File: src/logic/tcm_pkg.sv
// Constants shared by the timer/counter block: addresses, fields, resets.
`default_nettype none
package tcm_pkg;
  // Register addresses on the special function register port.
  localparam logic [7:0] ADDR_TIMER_CONTROL_REG = 8'h88;
  localparam logic [7:0] ADDR_TIMER_MODE_REG    = 8'h89;
  localparam logic [7:0] ADDR_COUNT_LOW_A       = 8'h8A;
  localparam logic [7:0] ADDR_COUNT_LOW_B       = 8'h8B;
  localparam logic [7:0] ADDR_COUNT_HIGH_A      = 8'h8C;
  localparam logic [7:0] ADDR_COUNT_HIGH_B      = 8'h8D;
  localparam logic [7:0] ADDR_TIMER2_CONTROL    = 8'hC8;
  localparam logic [7:0] ADDR_RELOAD_LOW_C      = 8'hCA;
  localparam logic [7:0] ADDR_RELOAD_HIGH_C     = 8'hCB;
  localparam logic [7:0] ADDR_COUNT_LOW_C       = 8'hCC;
  localparam logic [7:0] ADDR_COUNT_HIGH_C      = 8'hCD;
  // Timer control register fields.
  localparam int TCR_FLAG_B = 7;
  localparam int TCR_RUN_B  = 6;
  localparam int TCR_FLAG_A = 5;
  localparam int TCR_RUN_A  = 4;
  // Timer mode register fields, timer a in the low nibble.
  localparam int TMR_GATE_B = 7;
  localparam int TMR_CT_B   = 6;
  localparam int TMR_MODE_B = 4;
  localparam int TMR_GATE_A = 3;
  localparam int TMR_CT_A   = 2;
  localparam int TMR_MODE_A = 0;
  // Timer 2 control fields.
  localparam int T2C_FLAG    = 7;
  localparam int T2C_EXT     = 6;
  localparam int T2C_RX_CLK  = 5;
  localparam int T2C_TX_CLK  = 4;
  localparam int T2C_EXT_EN  = 3;
  localparam int T2C_RUN     = 2;
  localparam int T2C_CNT_SEL = 1;
  localparam int T2C_CAP_SEL = 0;
  // Reset values.
  localparam logic [7:0] RST_BYTE = 8'h00;
  // Last core clock count of a machine cycle (twelve clocks).
  localparam logic [3:0] MC_LAST = 4'hB;
  // Operating modes of timers a and b.
  typedef enum logic [1:0] {
    MODE_13BIT  = 2'h0,
    MODE_16BIT  = 2'h1,
    MODE_RELOAD = 2'h2,
    MODE_SPLIT  = 2'h3
  } tcm_mode_t;
endpackage
`default_nettype wire

File: src/logic/tcm_timer_counter_modes.sv
// Three timer/counters with their special function registers.
`timescale 1ns/1ps
`default_nettype none
// Function
// - Mode 0 is a 13-bit up-counter.
// - Wrap from all ones sets overflow flag.
// - Timer a counts if run and gate satisfied.
// - 13-bit count is high byte plus five bits.
// - Setting run leaves counts unchanged.
// - Mode 1 counts the full 16 bits.
// - Mode 2 reloads low byte from high.
// - Timer b in mode 3 holds count.
// - Split mode: high byte uses b controls.
// - Timer b runs outside mode 3, feeds baud.
// - Timer 2 mode from clock, capture, run.
// - Autoreload rollover sets flag and reloads.
// - Trigger edge also reloads, sets external flag.
// - Capture mode overflow sets overflow flag.
// - Trigger edge captures count, sets external flag.
// - Baud mode never sets timer 2 overflow.
// - External flag still works in baud mode.
// - Clock selects force autoreload on overflow.
// - Trigger ignored when disabled; in baud mode it only sets external flag.
// - Clock selects route timer 2 or b ticks.
// - Counter select picks pin; run starts timer.
// - Mode 0 low bits prescale by 32.
// - Vectoring clears timer a and b flags.
// - Counter select picks pin or clock.
module tcm_timer_counter_modes (
  // Clock, reset, enable
  input  wire logic       i_sys_clk,
  input  wire logic       i_reset,
  input  wire logic       i_clk_en,
  // Special function register port
  input  wire logic [7:0] i_sfr_addr,
  input  wire logic       i_sfr_wr,
  input  wire logic [7:0] i_sfr_wdata,
  input  wire logic       i_sfr_rd,
  output logic      [7:0] o_sfr_rdata,
  // Interrupt vector acknowledges from the core
  input  wire logic       i_vector_ack_a,
  input  wire logic       i_vector_ack_b,
  // Pins
  input  wire logic       i_ext_interrupt_input_a,
  input  wire logic       i_ext_interrupt_input_b,
  input  wire logic       i_count_pin_a,
  input  wire logic       i_count_pin_b,
  input  wire logic       i_count_input_c,
  input  wire logic       i_capture_trigger_input,
  // Flags and serial clock ticks
  output logic            o_overflow_flag_a,
  output logic            o_overflow_flag_b,
  output logic            o_overflow_flag_c,
  output logic            o_external_flag_c,
  output logic            o_rx_baud_tick,
  output logic            o_tx_baud_tick
);

  ////////////////////////////////////////////////////////////////////////////
  logic [7:0] timer_mode_reg_q;
  logic       run_a_q;
  logic       run_b_q;
  logic [7:0] tl_a_q, th_a_q, tl_b_q, th_b_q;
  logic [7:0] tl_a_d, th_a_d, tl_b_d, th_b_d;
  logic [7:0] timer2_control_q;
  logic [7:0] tl_c_q, th_c_q, rl_c_q, rh_c_q;
  logic [7:0] tl_c_d, th_c_d;
  logic [3:0] mc_q;
  logic       mtick;
  logic [5:0] sync1_q, sync2_q, prev_q;
  logic [5:0] fall;
  logic       ovf_a, ovf_ah, ovf_b, ovf_c, ext_c;
  logic       inc_a, inc_b, inc_ah, inc_c;
  logic       baud, split_a, wr_tcr, wr_t2c;
  tcm_pkg::tcm_mode_t mode_a, mode_b;

  function automatic logic wr_at(input logic [7:0] a);
    wr_at = i_sfr_wr && (i_sfr_addr == a);
  endfunction

  ////////////////////////////////////////////////////////////////////////////
  // Pins are asynchronous, so each passes two flops before any logic.
  always_ff @(posedge i_sys_clk or posedge i_reset) begin
    if (i_reset) begin
      sync1_q <= 6'h00;
      sync2_q <= 6'h00;
      prev_q  <= 6'h00;
    end else if (i_clk_en) begin
      sync1_q <= {i_capture_trigger_input, i_count_input_c, i_count_pin_b,
                  i_count_pin_a, i_ext_interrupt_input_b,
                  i_ext_interrupt_input_a};
      sync2_q <= sync1_q;
      prev_q  <= sync2_q;
    end
  end

  assign fall = prev_q & ~sync2_q;

  // Machine cycle divider of twelve core clocks.
  always_ff @(posedge i_sys_clk or posedge i_reset) begin
    if (i_reset) begin
      mc_q <= 4'h0;
    end else if (i_clk_en) begin
      mc_q <= (mc_q == tcm_pkg::MC_LAST) ? 4'h0 : mc_q + 4'h1;
    end
  end

  assign mtick = (mc_q == tcm_pkg::MC_LAST);

  ////////////////////////////////////////////////////////////////////////////
  assign mode_a  = tcm_pkg::tcm_mode_t'(timer_mode_reg_q[tcm_pkg::TMR_MODE_A +: 2]);
  assign mode_b  = tcm_pkg::tcm_mode_t'(timer_mode_reg_q[tcm_pkg::TMR_MODE_B +: 2]);
  assign split_a = (mode_a == tcm_pkg::MODE_SPLIT);
  assign wr_tcr  = wr_at(tcm_pkg::ADDR_TIMER_CONTROL_REG);
  assign wr_t2c  = wr_at(tcm_pkg::ADDR_TIMER2_CONTROL);

  assign inc_a = run_a_q && (!timer_mode_reg_q[tcm_pkg::TMR_GATE_A] || sync2_q[0])
    && (timer_mode_reg_q[tcm_pkg::TMR_CT_A] ? fall[2] : mtick);
  // While timer a is split, timer b loses its run bit and runs freely.
  assign inc_b = (split_a || run_b_q) && (mode_b != tcm_pkg::MODE_SPLIT)
    && (!timer_mode_reg_q[tcm_pkg::TMR_GATE_B] || sync2_q[1])
    && (timer_mode_reg_q[tcm_pkg::TMR_CT_B] ? fall[3] : mtick);
  assign inc_ah = split_a && run_b_q && mtick;

  always_comb begin
    tl_a_d = tl_a_q;
    th_a_d = th_a_q;
    ovf_a  = 1'b0;
    ovf_ah = 1'b0;
    if (inc_a) begin
      case (mode_a)
        tcm_pkg::MODE_13BIT: begin
          {th_a_d, tl_a_d[4:0]} = {th_a_q, tl_a_q[4:0]} + 13'h0001;
          ovf_a = &{th_a_q, tl_a_q[4:0]};
        end
        tcm_pkg::MODE_16BIT: begin
          {th_a_d, tl_a_d} = {th_a_q, tl_a_q} + 16'h0001;
          ovf_a = &{th_a_q, tl_a_q};
        end
        tcm_pkg::MODE_RELOAD: begin
          tl_a_d = (&tl_a_q) ? th_a_q : tl_a_q + 8'h01;
          ovf_a  = &tl_a_q;
        end
        default: begin
          tl_a_d = tl_a_q + 8'h01;
          ovf_a  = &tl_a_q;
        end
      endcase
    end
    if (inc_ah) begin
      th_a_d = th_a_q + 8'h01;
      ovf_ah = &th_a_q;
    end
  end

  always_comb begin
    tl_b_d = tl_b_q;
    th_b_d = th_b_q;
    ovf_b  = 1'b0;
    if (inc_b) begin
      case (mode_b)
        tcm_pkg::MODE_13BIT: begin
          {th_b_d, tl_b_d[4:0]} = {th_b_q, tl_b_q[4:0]} + 13'h0001;
          ovf_b = &{th_b_q, tl_b_q[4:0]};
        end
        tcm_pkg::MODE_16BIT: begin
          {th_b_d, tl_b_d} = {th_b_q, tl_b_q} + 16'h0001;
          ovf_b = &{th_b_q, tl_b_q};
        end
        tcm_pkg::MODE_RELOAD: begin
          tl_b_d = (&tl_b_q) ? th_b_q : tl_b_q + 8'h01;
          ovf_b  = &tl_b_q;
        end
        default: begin
          ovf_b = 1'b0;
        end
      endcase
    end
  end

  // Count registers; a software write wins over a count in the same cycle.
  always_ff @(posedge i_sys_clk or posedge i_reset) begin
    if (i_reset) begin
      tl_a_q <= tcm_pkg::RST_BYTE;
      th_a_q <= tcm_pkg::RST_BYTE;
      tl_b_q <= tcm_pkg::RST_BYTE;
      th_b_q <= tcm_pkg::RST_BYTE;
    end else if (i_clk_en) begin
      tl_a_q <= wr_at(tcm_pkg::ADDR_COUNT_LOW_A) ? i_sfr_wdata : tl_a_d;
      th_a_q <= wr_at(tcm_pkg::ADDR_COUNT_HIGH_A) ? i_sfr_wdata : th_a_d;
      tl_b_q <= wr_at(tcm_pkg::ADDR_COUNT_LOW_B) ? i_sfr_wdata : tl_b_d;
      th_b_q <= wr_at(tcm_pkg::ADDR_COUNT_HIGH_B) ? i_sfr_wdata : th_b_d;
    end
  end

  // Control bits; a hardware set wins over any clear in the same cycle.
  always_ff @(posedge i_sys_clk or posedge i_reset) begin
    if (i_reset) begin
      timer_mode_reg_q            <= tcm_pkg::RST_BYTE;
      run_a_q           <= 1'b0;
      run_b_q           <= 1'b0;
      o_overflow_flag_a <= 1'b0;
      o_overflow_flag_b <= 1'b0;
    end else if (i_clk_en) begin
      if (wr_at(tcm_pkg::ADDR_TIMER_MODE_REG)) begin
        timer_mode_reg_q <= i_sfr_wdata;
      end
      if (wr_tcr) begin
        run_a_q <= i_sfr_wdata[tcm_pkg::TCR_RUN_A];
        run_b_q <= i_sfr_wdata[tcm_pkg::TCR_RUN_B];
      end
      if (ovf_a) begin
        o_overflow_flag_a <= 1'b1;
      end else if (wr_tcr) begin
        o_overflow_flag_a <= i_sfr_wdata[tcm_pkg::TCR_FLAG_A];
      end else if (i_vector_ack_a) begin
        o_overflow_flag_a <= 1'b0;
      end
      if (split_a ? ovf_ah : ovf_b) begin
        o_overflow_flag_b <= 1'b1;
      end else if (wr_tcr) begin
        o_overflow_flag_b <= i_sfr_wdata[tcm_pkg::TCR_FLAG_B];
      end else if (i_vector_ack_b) begin
        o_overflow_flag_b <= 1'b0;
      end
    end
  end

  ////////////////////////////////////////////////////////////////////////////
  assign baud  = timer2_control_q[tcm_pkg::T2C_RX_CLK] | timer2_control_q[tcm_pkg::T2C_TX_CLK];
  assign inc_c = timer2_control_q[tcm_pkg::T2C_RUN] && (timer2_control_q[tcm_pkg::T2C_CNT_SEL]
    ? fall[4] : mtick);
  assign ovf_c = inc_c && (&{th_c_q, tl_c_q});
  assign ext_c = timer2_control_q[tcm_pkg::T2C_EXT_EN] && fall[5];

  always_comb begin
    {th_c_d, tl_c_d} = {th_c_q, tl_c_q};
    if (inc_c) begin
      {th_c_d, tl_c_d} = {th_c_q, tl_c_q} + 16'h0001;
    end
    // Reload on overflow unless capturing; baud mode forces reload.
    if ((ovf_c || (ext_c && !baud))
        && (!timer2_control_q[tcm_pkg::T2C_CAP_SEL] || baud)) begin
      {th_c_d, tl_c_d} = {rh_c_q, rl_c_q};
    end
  end

  always_ff @(posedge i_sys_clk or posedge i_reset) begin
    if (i_reset) begin
      tl_c_q <= tcm_pkg::RST_BYTE;
      th_c_q <= tcm_pkg::RST_BYTE;
      rl_c_q <= tcm_pkg::RST_BYTE;
      rh_c_q <= tcm_pkg::RST_BYTE;
    end else if (i_clk_en) begin
      tl_c_q <= wr_at(tcm_pkg::ADDR_COUNT_LOW_C) ? i_sfr_wdata : tl_c_d;
      th_c_q <= wr_at(tcm_pkg::ADDR_COUNT_HIGH_C) ? i_sfr_wdata : th_c_d;
      if (wr_at(tcm_pkg::ADDR_RELOAD_LOW_C)) begin
        rl_c_q <= i_sfr_wdata;
      end else if (ext_c && !baud && timer2_control_q[tcm_pkg::T2C_CAP_SEL]) begin
        rl_c_q <= tl_c_q;
      end
      if (wr_at(tcm_pkg::ADDR_RELOAD_HIGH_C)) begin
        rh_c_q <= i_sfr_wdata;
      end else if (ext_c && !baud && timer2_control_q[tcm_pkg::T2C_CAP_SEL]) begin
        rh_c_q <= th_c_q;
      end
    end
  end

  // The two flags are never cleared by hardware; software owns the clear.
  always_ff @(posedge i_sys_clk or posedge i_reset) begin
    if (i_reset) begin
      timer2_control_q <= tcm_pkg::RST_BYTE;
    end else if (i_clk_en) begin
      if (wr_t2c) begin
        timer2_control_q <= i_sfr_wdata;
      end
      if (ovf_c && !baud) begin
        timer2_control_q[tcm_pkg::T2C_FLAG] <= 1'b1;
      end
      if (ext_c) begin
        timer2_control_q[tcm_pkg::T2C_EXT] <= 1'b1;
      end
    end
  end

  ////////////////////////////////////////////////////////////////////////////
  // Flag and tick outputs are flops so the core sees clean levels.
  always_ff @(posedge i_sys_clk or posedge i_reset) begin
    if (i_reset) begin
      o_overflow_flag_c <= 1'b0;
      o_external_flag_c <= 1'b0;
      o_rx_baud_tick    <= 1'b0;
      o_tx_baud_tick    <= 1'b0;
    end else if (i_clk_en) begin
      o_overflow_flag_c <= timer2_control_q[tcm_pkg::T2C_FLAG];
      o_external_flag_c <= timer2_control_q[tcm_pkg::T2C_EXT];
      o_rx_baud_tick <= timer2_control_q[tcm_pkg::T2C_RX_CLK] ? ovf_c : ovf_b;
      o_tx_baud_tick <= timer2_control_q[tcm_pkg::T2C_TX_CLK] ? ovf_c : ovf_b;
    end
  end

  // Read data follows a read strobe by one cycle; unmapped reads give zero.
  always_ff @(posedge i_sys_clk or posedge i_reset) begin
    if (i_reset) begin
      o_sfr_rdata <= 8'h00;
    end else if (i_clk_en && i_sfr_rd) begin
      case (i_sfr_addr)
        tcm_pkg::ADDR_TIMER_CONTROL_REG:
          o_sfr_rdata <= {o_overflow_flag_b, run_b_q, o_overflow_flag_a,
                          run_a_q, 4'h0};
        tcm_pkg::ADDR_TIMER_MODE_REG: o_sfr_rdata <= timer_mode_reg_q;
        tcm_pkg::ADDR_COUNT_LOW_A:    o_sfr_rdata <= tl_a_q;
        tcm_pkg::ADDR_COUNT_LOW_B:    o_sfr_rdata <= tl_b_q;
        tcm_pkg::ADDR_COUNT_HIGH_A:   o_sfr_rdata <= th_a_q;
        tcm_pkg::ADDR_COUNT_HIGH_B:   o_sfr_rdata <= th_b_q;
        tcm_pkg::ADDR_TIMER2_CONTROL: o_sfr_rdata <= timer2_control_q;
        tcm_pkg::ADDR_RELOAD_LOW_C:   o_sfr_rdata <= rl_c_q;
        tcm_pkg::ADDR_RELOAD_HIGH_C:  o_sfr_rdata <= rh_c_q;
        tcm_pkg::ADDR_COUNT_LOW_C:    o_sfr_rdata <= tl_c_q;
        tcm_pkg::ADDR_COUNT_HIGH_C:   o_sfr_rdata <= th_c_q;
        default:                      o_sfr_rdata <= 8'h00;
      endcase
    end
  end

  ////////////////////////////////////////////////////////////////////////////
  logic wr_cnt_a, wr_cnt_b, wr_cnt_c;
  assign wr_cnt_a = wr_at(tcm_pkg::ADDR_COUNT_LOW_A)
                  || wr_at(tcm_pkg::ADDR_COUNT_HIGH_A);
  assign wr_cnt_b = wr_at(tcm_pkg::ADDR_COUNT_LOW_B)
                  || wr_at(tcm_pkg::ADDR_COUNT_HIGH_B);
  assign wr_cnt_c = wr_at(tcm_pkg::ADDR_COUNT_LOW_C)
                  || wr_at(tcm_pkg::ADDR_COUNT_HIGH_C);
endmodule
`default_nettype wire

File: config.mk
export PLATFORM = sky130hd
export DESIGN_NAME = tcm_timer_counter_modes
export DESIGN_NICKNAME = d
export VERILOG_FILES = /design/src/logic/tcm_pkg.sv /design/src/logic/tcm_timer_counter_modes.sv
export SDC_FILE = /design/constraint.sdc
export NUM_CORES = 1
export LEC_CHECK = 0
export ABC_AREA = 1
export BUFFER_PORTS_ARGS = -buffer_cell sky130_fd_sc_hd__buf_2
export CAP_MARGIN = 40
export CORE_ASPECT_RATIO = 0.6
export CORE_MARGIN = 5
export CORE_UTILIZATION = 50
export CTS_CLUSTER_SIZE = 28
export DETAILED_ROUTE_END_ITERATION = 10
export PLACE_DENSITY = 0.82
export SYNTH_ARGS = -nofsm -noshare
export SYNTH_HDL_FRONTEND = slang
export SYNTH_SLANG_ARGS = --single-unit
File: constraint.sdc
create_clock -name i_sys_clk -period 3 [get_ports i_sys_clk]
set_input_delay 0.15 -clock i_sys_clk [delete_from_list [all_inputs] [get_ports i_sys_clk]]
set_output_delay 0.15 -clock i_sys_clk [all_outputs]
set_load 0.05 [all_outputs]
==> out/results.tsv <==
stage	metric	value	unit
timing	setup-violations-final	0	
die	pin_count	43	
clock_tree	cts-htree-levels	4	
power_and_ir_drop	powerDensity	495	nW/um^2
timing	skew	0.0102	ns
synth	syn_inst	1147	
synth	ys_ff_latch	116	
worst_setup_path	reg2reg_depth	12	
die	rows	35	
timing	fmax	0.412	GHz
place	io_buffers	42	
synth	synth_area	7800	sq um
clock_tree	clk_pin_slew	0.07	ns
job	maxCapViolations	0	
timing	slew_headroom	51.3	%
layout	final_cell_count_no_fill	1410	
timing	drv_slew	0	
grt	grt_first_pass_wirelength	42100	microns
worst_setup_path	reg2reg_setup_slack	0.57	ns
grt	antenna_found_initial	0	
die	core	15300	sq um
layout	drive_gt1_share	8.45	%
clock_tree	clockBufferDepth	2	
timing	fin_ws	0.572	ns
timing	tns	0	ns
worst_setup_path	worst_r2r_startpoint	tl_c_q[0]	
worst_setup_path	end_kind	flop	
place	dp.cells	1371	
synth	ys.warnings.count	0	
synth	synth_fp_nets	1189	
synth	synth_area_leaders	dfrtp_1, nand2_1, nand3_1	
layout	antennaDiodeCount	0	
synth	post-synth-top-count-cell	nand2_1	
power_and_ir_drop	p_leak	4.41	nW
worst_setup_path	r2r_end	th_c_q[4]	
die	die_w	171	microns
clock_tree	clock-sinks	116	
timing	holdWs	0.0582	ns
worst_setup_path	start_kind	flop	
status	outcome	complete, no violations	
hold_path	min_to	o_overflow_flag_a	
drt	firstDrtPassIters	6	
synth	synth_cell_types	40	
drt	ant_nets	0	
synth	ys_seq_area_share	37.2	%
synth	synth_top_area_share	37.2	%
drt	drt_iter0_drc	1383	
hold_path	holdPathStages	3	
die	die_h	107	microns
place	postPlaceCellArea	8200	sq um
layout	nets	1236	
drt	drc	0	
grt	grt-ovfl-total	0	
clock_tree	cts_buffers	17	
synth	synthArstFlopShare	100	%
synth	synth_edf_count	0	
layout	area_delta_synth_final	13.2	%
synth	synth-main-ff-cell	dfrtp_1	
worst_setup_path	crit_fanout	17	
power_and_ir_drop	ir_worst_vdd	353	uV
worst_setup_path	crit_arrival	2.73	ns
synth	synth_top_cell_by_area	dfrtp_1	
layout	design_area	8830	sq um
worst_setup_path	crit_required	3.30	ns
synth	synthTopCellsByCount	nand2_1, inv_1, nand3_1	
synth	avgSynthCellArea	6.80	sq um
grt	grt_usage	29.6	%
drt	route.vias.total	8449	
drt	routed_wl	26600	microns
timing	worstMarginPinSlew	0.728	ns
die	start_util	50.9	%
grt	grt_pass1_vias	7595	
clock_tree	clockRootBuffer	clkbuf_16	
clock_tree	clkLatencyLatePin	0.42	ns
place	post-place-ws	0.673	ns
grt	grt_max_degree	117	
drt	vias_per_cell	5.99	
drt	post_drt_wl_per_cell	18.9	microns
worst_setup_path	critPathKind	flop to flop	
die	die_area	18300	sq um
place	routabilityCongestion	1.05	
timing	rsz0062_at_grt	false	
timing	post-route-period-util	80.9	%
hold_path	hold_class	input pin to flop	
clock_tree	cts_tree	done	
place	hpwl	19300	microns
hold_path	min_from	i_sfr_wdata[5]	
timing	hold_violations	0	
timing	layout_min_cycle_time	2.43	ns
## logic make-up after synthesis
| logic type | Yosys count | synth area share, % |
|---|---|---|
| buffers and inverters | 169 | 8.47 |
| and+or+nand+nor | 615 | 33.8 |
| DFF | 116 | 37.2 |
| xor gates and xnor gates | 27 | 3.03 |
| adders and majority gates | 13 | 2.09 |
| AOI/OAI and AO/OA | 206 | 15.2 |
| muxes | 1 | 0.128 |
## routing by layer
layer	share of wire, %	track usage [%]
met1	43	45.3
met4	2.3	7.52
met5	0	0
met3	16	10.5
met2	39	39.3
## layout by cell type, fill, tap and decap left out, types with 3 or more instances in the layout
cell and instances:
a21oi_1 34, buf_2 42, buf_4 3, clkbuf_16 17, clkinv_1 3, clkinvlp_4 3, dfrtp_1 116, dlygate4sd3_1 7
ha_1 13, inv_1 138, inv_6 6, inv_8 3, nand2_1 346, nand2_2 5, nand3_1 135, nand3_2 3
nand4_1 14, nor2_1 86, nor2_4 4, nor3_1 16, o211ai_1 22, o21ai_0 99, o21ai_1 5, o22ai_1 31
o31ai_1 3, xor2_1 26
## registers in the layout, summed over array words and instances (netlist names), 4 cells and up
name	cells
prev_q	4
timer_mode_reg_q	8
sync2_q	6
timer2_control_q	8
rl_c_q	8
rh_c_q	8
tl_b_q	8
th_a_q	8
tl_c_q	8
th_b_q	8
tl_a_q	8
mc_q	4
sync1_q	6
o_sfr_rdata	8
th_c_q	8
## critical path, stage by stage, from the launching register on
cell     delay (ns)
dfrtp_1        0.48
ha_1           0.24
nand2_1        0.09
nor2_1         0.22
nand2_1        0.13
nor2_1         0.12
nand2_1        0.07
nand2_2        0.28
nand2_2        0.30
nand2_1        0.14
nand3_1        0.08
nand3_1        0.09
nand2_1        0.06
## layout make-up
cell class,count,area (sq um)
Multi-Input combinational cell,862,4230
Inverter,143,541
Clock inverter,13,115
Fill cell,1447,6500
Clock buffer,19,443
Timing Repair Buffer,54,338
Tap cell,203,254
Sequential cell,116,2900
## per-stage QoR
step / total power (W) / utilization [%]
2_1_floorplan: 0.00217 / -
3_3_place_gp: 0.00237 / 53.4
3_5_place_dp: 0.00239 / 53.5
4_1_cts: 0.00434 / 57.6
5_1_grt: 0.00452 / 57.6
6_report: 0.00437 / 57.6
## how the worst max path moves through the flow
stage,slack (ns),from,end,depth (start not counted)
2_1_floorplan,1.20,tl_c_q[0],th_c_q[7],13
3_3_place_gp,0.75,tl_c_q[0],tl_c_q[4],12
3_5_place_dp,0.67,tl_c_q[0],th_c_q[4],12
4_1_cts,0.64,tl_c_q[0],th_c_q[4],12
5_1_grt,0.33,tl_c_q[0],th_c_q[4],12
6_report,0.57,tl_c_q[0],th_c_q[4],12
## where the power goes
| group | internal (W) | switching (W) | total (W) |
|---|---|---|---|
| Combinational | 0.000182 | 0.000433 | 0.000615 |
| Clock | 0.00111 | 0.000859 | 0.00197 |
| Sequential | 0.00168 | 0.000105 | 0.00178 |
| Total | 0.00297 | 0.00140 | 0.00437 |
## timing repair
| item | in CTS | in global routing |
|---|---|---|
| buffers inserted | 0 | 0 |
| endpoints found under the hold margin | 122 | 0 |
| hold buffers | 7 | 0 |
| resized for setup | 0 | 0 |
(Power assumes the default switching activity.)
